--- config.mk ---
export PLATFORM = sky130hd
export DESIGN_NAME = cdr_regs
export DESIGN_NICKNAME = d
export VERILOG_FILES = /design/src/rtl/cdr_pkg.sv /design/src/rtl/cdr_regs.sv
export SDC_FILE = /design/constraint.sdc
export NUM_CORES = 1
export LEC_CHECK = 0
export ABC_AREA = 1
export ABC_CLOCK_PERIOD_IN_PS = 1600
export BUFFER_PORTS_ARGS = -buffer_cell sky130_fd_sc_hd__buf_2
export CAP_MARGIN = 40
export CORE_MARGIN = 8
export CORE_UTILIZATION = 54
export CTS_BUF_LIST = sky130_fd_sc_hd__clkbuf_2 sky130_fd_sc_hd__clkbuf_4 sky130_fd_sc_hd__clkbuf_8
export DETAILED_ROUTE_END_ITERATION = 8
export HOLD_SLACK_MARGIN = 0.12
export PLACE_DENSITY = 0.82
export RECOVER_POWER = 100
export SLEW_MARGIN = 30
export SYNTH_ARGS = -nofsm -noshare
export SYNTH_HDL_FRONTEND = slang
export SYNTH_SLANG_ARGS = --single-unit
--- constraint.sdc ---
create_clock -name sys_clk -period 1.6 [get_ports sys_clk]
set_clock_uncertainty 0.1 [all_clocks]
set_input_delay 0.24 -clock sys_clk [delete_from_list [all_inputs] [get_ports sys_clk]]
set_output_delay 0.24 -clock sys_clk [all_outputs]
set_load 0.01 [all_outputs]
--- src/rtl/cdr_pkg.sv ---
// Package of constants and types for the comparator reference register bank
package cdr_pkg;
    localparam int          CDR_CHANNELS   = 4;
    localparam int          CDR_CODE_W     = 10;
    localparam int          CDR_STEPS      = 1024;
    // Register indices as printed; byte address is four times the index
    localparam logic [11:0] CDR_IDX_C1_CTL = 12'h4C0;
    localparam logic [11:0] CDR_IDX_C1_REF = 12'h4C2;
    localparam logic [11:0] CDR_IDX_C2_CTL = 12'h4C4;
    localparam logic [11:0] CDR_IDX_C2_REF = 12'h4C6;
    localparam logic [11:0] CDR_IDX_C3_CTL = 12'h4C8;
    localparam logic [11:0] CDR_IDX_C3_REF = 12'h4CA;
    localparam logic [11:0] CDR_IDX_C4_CTL = 12'h4CC;
    localparam logic [11:0] CDR_IDX_C4_REF = 12'h4CE;
    localparam logic [7:0]  CDR_IDX_BASE_HI = 8'h4C;
    // Field positions of the control register
    localparam int          CDR_CTL_ON     = 15;
    localparam int          CDR_CTL_IDLE   = 13;
    localparam int          CDR_CTL_INSEL  = 6;
    localparam int          CDR_CTL_EXTREF = 5;
    localparam int          CDR_CTL_STAT   = 3;
    localparam int          CDR_CTL_POL    = 1;
    localparam int          CDR_CTL_RANGE  = 0;
    // Writable control bits: on, idle stop, input select, ext ref, polarity, range
    localparam logic [15:0] CDR_CTL_WMASK  = 16'hA0E3;
    localparam logic [15:0] CDR_CTL_RESET  = 16'h0000;
    localparam logic [9:0]  CDR_REF_RESET  = 10'h000;
    localparam logic [1:0]  CDR_HTRANS_NONSEQ = 2'h2;
    localparam logic [1:0]  CDR_HTRANS_SEQ    = 2'h3;

    // Per-channel drive toward the analog reference
    typedef struct packed {
        logic                  range_sel;
        logic [CDR_CODE_W-1:0] ref_level_code;
    } cdr_dac_s;

    // Whole state of the bank
    typedef struct packed {
        logic [CDR_CHANNELS-1:0][15:0]           ctl;
        logic [CDR_CHANNELS-1:0][CDR_CODE_W-1:0] ref_code;
        logic                                    wr_pend;
        logic                                    wr_ctl;
        logic [1:0]                              wr_chan;
        logic [31:0]                             rdata;
    } cdr_state_s;
endpackage

--- src/rtl/cdr_regs.sv ---
// Comparator control and reference register bank behind an AHB-Lite slave
`timescale 1ns/100ps
`default_nettype none
// How it works
// - Each reference register stores a read/write 10-bit level code, zero after reset, with bits 15..10 reading zero.
// - The level code spans 1024 steps of a full scale picked by the range bit, internal reference or half supply.
// - A code of zero gives a zero volt threshold in either range.
// - The four channels sit from index 04C0 to 04CE, control then reference, every register resetting to zero.
module cdr_regs (
    // Clock and reset
    input  wire logic                                     sys_clk,
    input  wire logic                                     rst_b,
    // AHB-Lite slave
    input  wire logic                                     hsel,
    input  wire logic [31:0]                              haddr,
    input  wire logic [1:0]                               htrans,
    input  wire logic                                     hwrite,
    input  wire logic [2:0]                               hsize,
    input  wire logic [31:0]                              hwdata,
    input  wire logic                                     hready,
    output logic                                          hreadyout,
    output logic                                          hresp,
    output logic [31:0]                                   hrdata,
    // Comparator side
    input  wire logic [cdr_pkg::CDR_CHANNELS-1:0]         cmp_status,
    output cdr_pkg::cdr_dac_s [cdr_pkg::CDR_CHANNELS-1:0] dac_out
);
    import cdr_pkg::*;

    cdr_state_s  st_r;
    cdr_state_s  st_nxt;
    logic        acc;
    logic        hit;
    logic [11:0] idx;
    logic [1:0]  chan;
    logic [15:0] rd_word;

    // Address phase decode; odd or out-of-range indices are unmapped
    assign idx  = haddr[13:2];
    assign chan = idx[3:2];
    assign acc  = hsel & hready & (htrans == CDR_HTRANS_NONSEQ || htrans == CDR_HTRANS_SEQ);
    assign hit  = (haddr[31:14] == 18'h00000) && (idx[11:4] == CDR_IDX_BASE_HI)
                  && (idx[0] == 1'b0) && (haddr[1:0] == 2'h0);

    // Next state: apply pending write, then read from the updated copy
    always_comb begin
        st_nxt = st_r;
        rd_word = 16'h0000;
        // Data phase write lands here, one cycle after its address phase
        if (st_r.wr_pend) begin
            if (st_r.wr_ctl) begin
                st_nxt.ctl[st_r.wr_chan] = (st_r.ctl[st_r.wr_chan] & ~CDR_CTL_WMASK)
                                           | (hwdata[15:0] & CDR_CTL_WMASK);
            end else begin
                // only the low ten bits are stored
                st_nxt.ref_code[st_r.wr_chan] = hwdata[CDR_CODE_W-1:0];
            end
        end
        // Status bit is hardware owned and follows the comparator
        for (int i = 0; i < CDR_CHANNELS; i++) begin
            st_nxt.ctl[i][CDR_CTL_STAT] = cmp_status[i];
        end
        st_nxt.wr_pend = acc & hit & hwrite;
        st_nxt.wr_ctl  = ~idx[1];
        st_nxt.wr_chan = chan;
        // Forwarded read avoids stale data right after a write
        if (acc & hit & ~hwrite) begin
            if (idx[1]) begin
                rd_word = {6'h00, st_nxt.ref_code[chan]};
            end else begin
                rd_word = st_nxt.ctl[chan];
            end
        end
        st_nxt.rdata = {16'h0000, rd_word};
        if (!rst_b) begin
            for (int i = 0; i < CDR_CHANNELS; i++) begin
                st_nxt.ctl[i]      = CDR_CTL_RESET;
                st_nxt.ref_code[i] = CDR_REF_RESET;
            end
            st_nxt.wr_pend = 1'b0;
            st_nxt.wr_ctl  = 1'b0;
            st_nxt.wr_chan = 2'h0;
            st_nxt.rdata   = 32'h00000000;
        end
    end

    // State register
    always_ff @(posedge sys_clk) begin
        st_r <= st_nxt;
    end

    // Zero wait states, always OKAY
    assign hreadyout = 1'b1;
    assign hresp     = 1'b0;
    assign hrdata    = st_r.rdata;

    // Converter drive straight from the stored registers
    always_comb begin
        for (int i = 0; i < CDR_CHANNELS; i++) begin
            // range bit picks the full-scale source for the 1024 steps
            dac_out[i].range_sel      = st_r.ctl[i][CDR_CTL_RANGE];
            // code presented continuously; zero code means zero volts
            dac_out[i].ref_level_code = st_r.ref_code[i];
        end
    end
endmodule
`default_nettype wire

# After elaboration in Yosys (flattened, before gate mapping)
# Cells that the tools add are included.
dict set report totals {
  register_bits 140
  inputBits 78
  out_inout_bits 78
  elab_cells 56
}
dict set report classes {
  magnitude_cmp 3
  eq_ne 3
  n_mux 16
  n_bitwise 11
  reduce_logical 9
}
# cell count
set ops {}
lappend ops {{104-bit 2-to-1 mux} 1}
lappend ops {{16-bit binary-select mux with 2-bit select} 2}
lappend ops {{64-bit bitwise mux} 1}
lappend ops {{64-bit 2-to-1 mux} 1}
lappend ops {{16-bit 2-to-1 mux} 3}
lappend ops {{40-bit bitwise mux} 1}
lappend ops {{40-bit 2-to-1 mux} 1}
lappend ops {{16-bit demux with 2-bit select} 1}
lappend ops {{10-bit binary-select mux with 2-bit select} 1}
lappend ops {{10-bit demux with 2-bit select} 1}
lappend ops {{10-bit 2-to-1 mux} 2}
lappend ops {{18-bit logical NOT} 1}
lappend ops {{15-bit by 16-bit OR with 16-bit output} 1}
lappend ops {{15-bit 2-to-1 mux} 1}
lappend ops {{8-bit by 7-bit == test with 1-bit output, second input constant} 1}
lappend ops {{2-bit by 3-bit < comparator with 1-bit output, second input constant} 2}
lappend ops {{1-bit AND} 5}
lappend ops {{1-bit inverter} 5}
lappend ops {{2-bit == test, second input constant} 2}
lappend ops {{1-bit logical AND} 4}
lappend ops {{3-bit OR reduction} 1}
lappend ops {{2-bit by 1-bit >= comparator with 1-bit output, second input constant} 1}
lappend ops {{2-bit logical NOT} 1}
lappend ops {{2-bit AND reduction} 1}
lappend ops {{1-bit logical OR} 1}

# Longest topological paths before layout
dict set report logic_depth {
  word_depth 10
  depth_mapped 11
  depth_no_buf 10
}

# Least setup slack after synthesis
# No wires, ideal clock.
dict set report synth_timing {
  path_type {flip-flop to flip-flop}
  start {register st_r[32] in the netlist's numbering}
  end {register st_r (netlist bit hrdata[6])}
  setup_ns 0.113
  arrival_time_ns 1.207
  required_ns 1.387
  path_slack_ns 0.181
  stages_incl_launch_ff 10
  path_buffers 1
  period_less_slack_ns 1.419
  cell_sequence {dfxtp_1 > nor2_2 > nand2_1 > buf_2 > nand2_1 > nand3_1 > nand3_1 > nand2_1 > nand2_1 > nand2_1}
}
dict set report synth_via {
  elab_chain_cells 10
  elab_cells_between_ends 17
  classes_between {order compare: 2; mux: 14; reduce/logical: 1}
}
# item line_no
set synth_rtl {}
lappend synth_rtl {{start: declaration} cdr_regs.sv:30} ;# cdr_state_s st_r;
lappend synth_rtl {{start signal: assignment} cdr_regs.sv:89} ;# st_r <= st_nxt;
lappend synth_rtl {{2-bit by 3-bit < comparator with 1-bit output (implied by the code) / 2-bit by 1-bit >= comparator with 1-bit output (equally long branches)} {cdr_regs.sv:52, cdr_regs.sv:56}}
lappend synth_rtl {{1-bit logical AND (implied by the code)} {cdr_regs.sv:52, cdr_regs.sv:56}}
lappend synth_rtl {{16-bit 2-to-1 mux (implied by the code) / 10-bit 2-to-1 mux (equally long branches)} {cdr_regs.sv:52, cdr_regs.sv:56}}
lappend synth_rtl {{16-bit demux with 2-bit select / 10-bit demux with 2-bit select (equally long branches)} {cdr_regs.sv:52, cdr_regs.sv:56}}
lappend synth_rtl {{64-bit bitwise mux / 40-bit bitwise mux (equally long branches)} {cdr_regs.sv:52, cdr_regs.sv:56}}
lappend synth_rtl {{64-bit 2-to-1 mux / 40-bit 2-to-1 mux (equally long branches)} cdr_regs.sv:51} ;# if (st_r.wr_ctl) begin
lappend synth_rtl {{104-bit 2-to-1 mux (*)} cdr_regs.sv:50} ;# if (st_r.wr_pend) begin
lappend synth_rtl {{16-bit binary-select mux with 2-bit select / 10-bit binary-select mux with 2-bit select (equally long branches)} {cdr_regs.sv:71, cdr_regs.sv:69}}
lappend synth_rtl {{16-bit 2-to-1 mux (implied by the code) / 10-bit 2-to-1 mux (equally long branches)} {cdr_regs.sv:71, cdr_regs.sv:69}}
lappend synth_rtl {{16-bit 2-to-1 mux (*)} cdr_regs.sv:68} ;# if (idx[1]) begin
# Every way passes the cells marked *; elsewhere a longest branch is shown, timed or not. The select of a mux whose other input is x is not followed.
# A chain may end at the register's enable or synchronous reset.

# Final worst setup path
dict set report layout_timing {
  start {register st_r[32] in the netlist's numbering}
  end {register st_r (netlist bit hrdata[2])}
}
# Same word-level chain as after synthesis.

==> qor.txt <==
highest routed metal layer: met4
flop and latch count out of synthesis: 120
top-count cell post-synth: nand2_1
final core utilization: 66.1%
Clock transition at path regs: 80 ps
multi-input logic area: 2420 um2
Max-slew headroom: 58.3%
post-synthesis cell count: 807
hpwl dp: 10100 um
Leakage: 3.48 nW
Pre-Repair DR Iteration Count: 5
Area Growth Syn to Fin: 19.3%
Vias: 5326
height of the die: 119 um
Synth cell types: 28
fraction of layout cells with a size suffix above 1: 26.1%
routed length on met2: 6980 um
top post-synthesis cells by count: nand2_1 (208), dfxtp_1 (120), nand3_1 (112), buf_4 (81), inv_1 (70)
num ports: 156
worst reg2reg endpoint: hrdata[2]
PwrDens: 920 nW/um2
dpl ws: -41.8 ps
worst hold stages: 4
WP data arrival: 1880 ps
H-tree levels: 4
first-pass GRT wire length: 24000 um
CTS root buf: clkbuf_8
drt wl/cell: 14.6 um
Synth area leaders: dfxtp_1 (42%), nand2_1 (14%), buf_4 (11%)
min-delay src: haddr[5]
Crit path required time: 1840 ps
Final Instance Area: 6800 um2
r2r setup slk: -40 ps
FF-to-FF Start: st_r[32]
final wirelength: 15100 um
Area after DPL: 5980 um2
Power Total: 6.25 mW
via/cell ratio: 5.14
Hold Path Sink: st_r[33]
final-report setup violation count: 3
fin crit share: 102%
Worst setup EP type: flop
Synth Cell Area: 5700 um2
CTS buffer count: 17
worst hold path class: in -> reg
post-synthesis sequential area ratio: 42.2%
Ant. Diodes: 0
RSZ-0062 raised after global routing: yes
initial antenna violation count: 0
global-route total usage across every layer: 20.5%
Worst-Margin Slew: 625 ps
Post-synth top flop: dfxtp_1
VDD IR max: 0.549 mV
overflow left after global routing: 0
async set-or-reset flop fraction in the synthesized netlist: 0%
Nets: 965
Core Area: 10300 um2
clk_lat worst skew: 440 ps
largest net degree at the start of global routing: 53
crit path time final: 1640 ps
EDFF count, synth: 0
Fillers: 906
CP Class: reg -> reg
share of the synthesized area in the top cell type: 42.2%
initial cell density of the core: 55.4%
CTS tree: built
status: complete, but fails checks
drt initial violations: 663
max cap viols: 0
row cnt: 37
Synth area leader: dfxtp_1
reg2reg path depth: 10
vias in the first global route: 5109
fmax: 0.610 GHz
final setup margin: -38.6 ps
CTS sink cnt: 120
syn_area_per_cell: 7.06 um2
die area: 14100 um2
gpl congestion: 0.813
kind of start point of the critical path: flop
Die X: 119 um
Worst Path Max Fanout: 5
M1 WL: 6150 um
final hold vios: 0
YS warnings: 0
met3 wire len: 1610 um
Routed Antenna Nets: 0
max-slew violation count: 0
# DRC: 0
I/O Buffers: 113
Seq. cell area: 2410 um2
Clock Path Buffers: 2
violated checks: negative setup slack
## flip-flops by register name, summed over array words and instances (netlist names)
| signal | count |
|---|---|
| st_r | 60 |
| dac_out | 44 |
| hrdata | 16 |
## worst max-delay path, cell delays in order (launching register included)
cell and delay, ps:
dfxtp_2 340, buf_4 140, nor2_4 160, nand2_4 110, clkbuf_16 190, o21ai_4 150
nand2_1 90, nand3_2 80, nand2_2 70, nand2_1 60, nand2_1 50
## per-stage QoR
step                setup TNS [ps]  hold WS, ps  instances
floorplan                        0          212        823
global placement                 0          310        981
detailed placement            -233          314        981
CTS                              0          122       1028
global route                  -719          134       1036
finish                       -69.5          141       1036
## area by class of cell
cell class	count	area share (%)
clock buffers	17	3.44
inverters	77	4.33
flip-flops and latches	120	35.5
multi-input cells	509	35.6
clock inverters	15	2.50
well taps	136	2.50
repair buffers	162	16.2
## power by group
part | switching, mW | internal (mW) | leakage, nW
Combinational | 0.304 | 0.186 | 2.32
Clock | 1.35 | 1.42 | 0.199
Sequential | 0.00600 | 2.99 | 0.968
Total | 1.66 | 4.59 | 3.48
## layout by cell type (no fill, tap or decap), types with 11 or more instances in the layout
cell and count:
o21ai_0 18, nand2_2 16, buf_2 110, nor2_1 59, dlygate4sd3_1 15, nand2_1 195, conb_1 18, dfxtp_1 116
nand3_1 103, inv_1 69, clkbuf_8 17, buf_4 21, o21ai_2 11, a21oi_1 50
## what timing repair did
item                                   4_1_cts  5_1_grt
hold buffers                                15        0
buffers inserted                             0        5
cloned                                       0        3
setup endpoints to repair                    9       12
pin swaps                                    0       13
endpoints found under the hold margin       69        0
resized for setup                            4       46
## metal layers
layer,vias up,global-route usage (%)
met5,-,0
met4,0,8.14
met3,36,6.90
met2,322,34.1
met1,2336,24.0
li1,2632,-
## kinds of logic (layout without fill, tap and decap cells)
group                  count (synthesis)  in the layout  synth area share [%]
other                                  2             18                 0.132
AND/OR/NAND/NOR                      395            396                  29.5
AO/OA/AOI/OAI                         95             95                  9.20
flip-flops                           120            120                  42.2
buffers and inverters                195            271                  19.0
## worst max-delay path by stage
| stage | slack (ps) | start | end | depth (start not counted) |
|---|---|---|---|---|
| after floorplan | 180 | st_r[32] | hrdata[6] | 9 |
| after global placement | 6 | st_r[33] | hrdata[5] | 9 |
| after detailed placement | -40 | haddr[10] | hrdata[7] | 8 |
| after CTS | 10 | st_r[34] | hrdata[7] | 9 |
| after global routing | -100 | st_r[35] | hrdata[2] | 10 |
| final | -40 | st_r[32] | hrdata[2] | 10 |
Power figures use the tool's default switching activity.
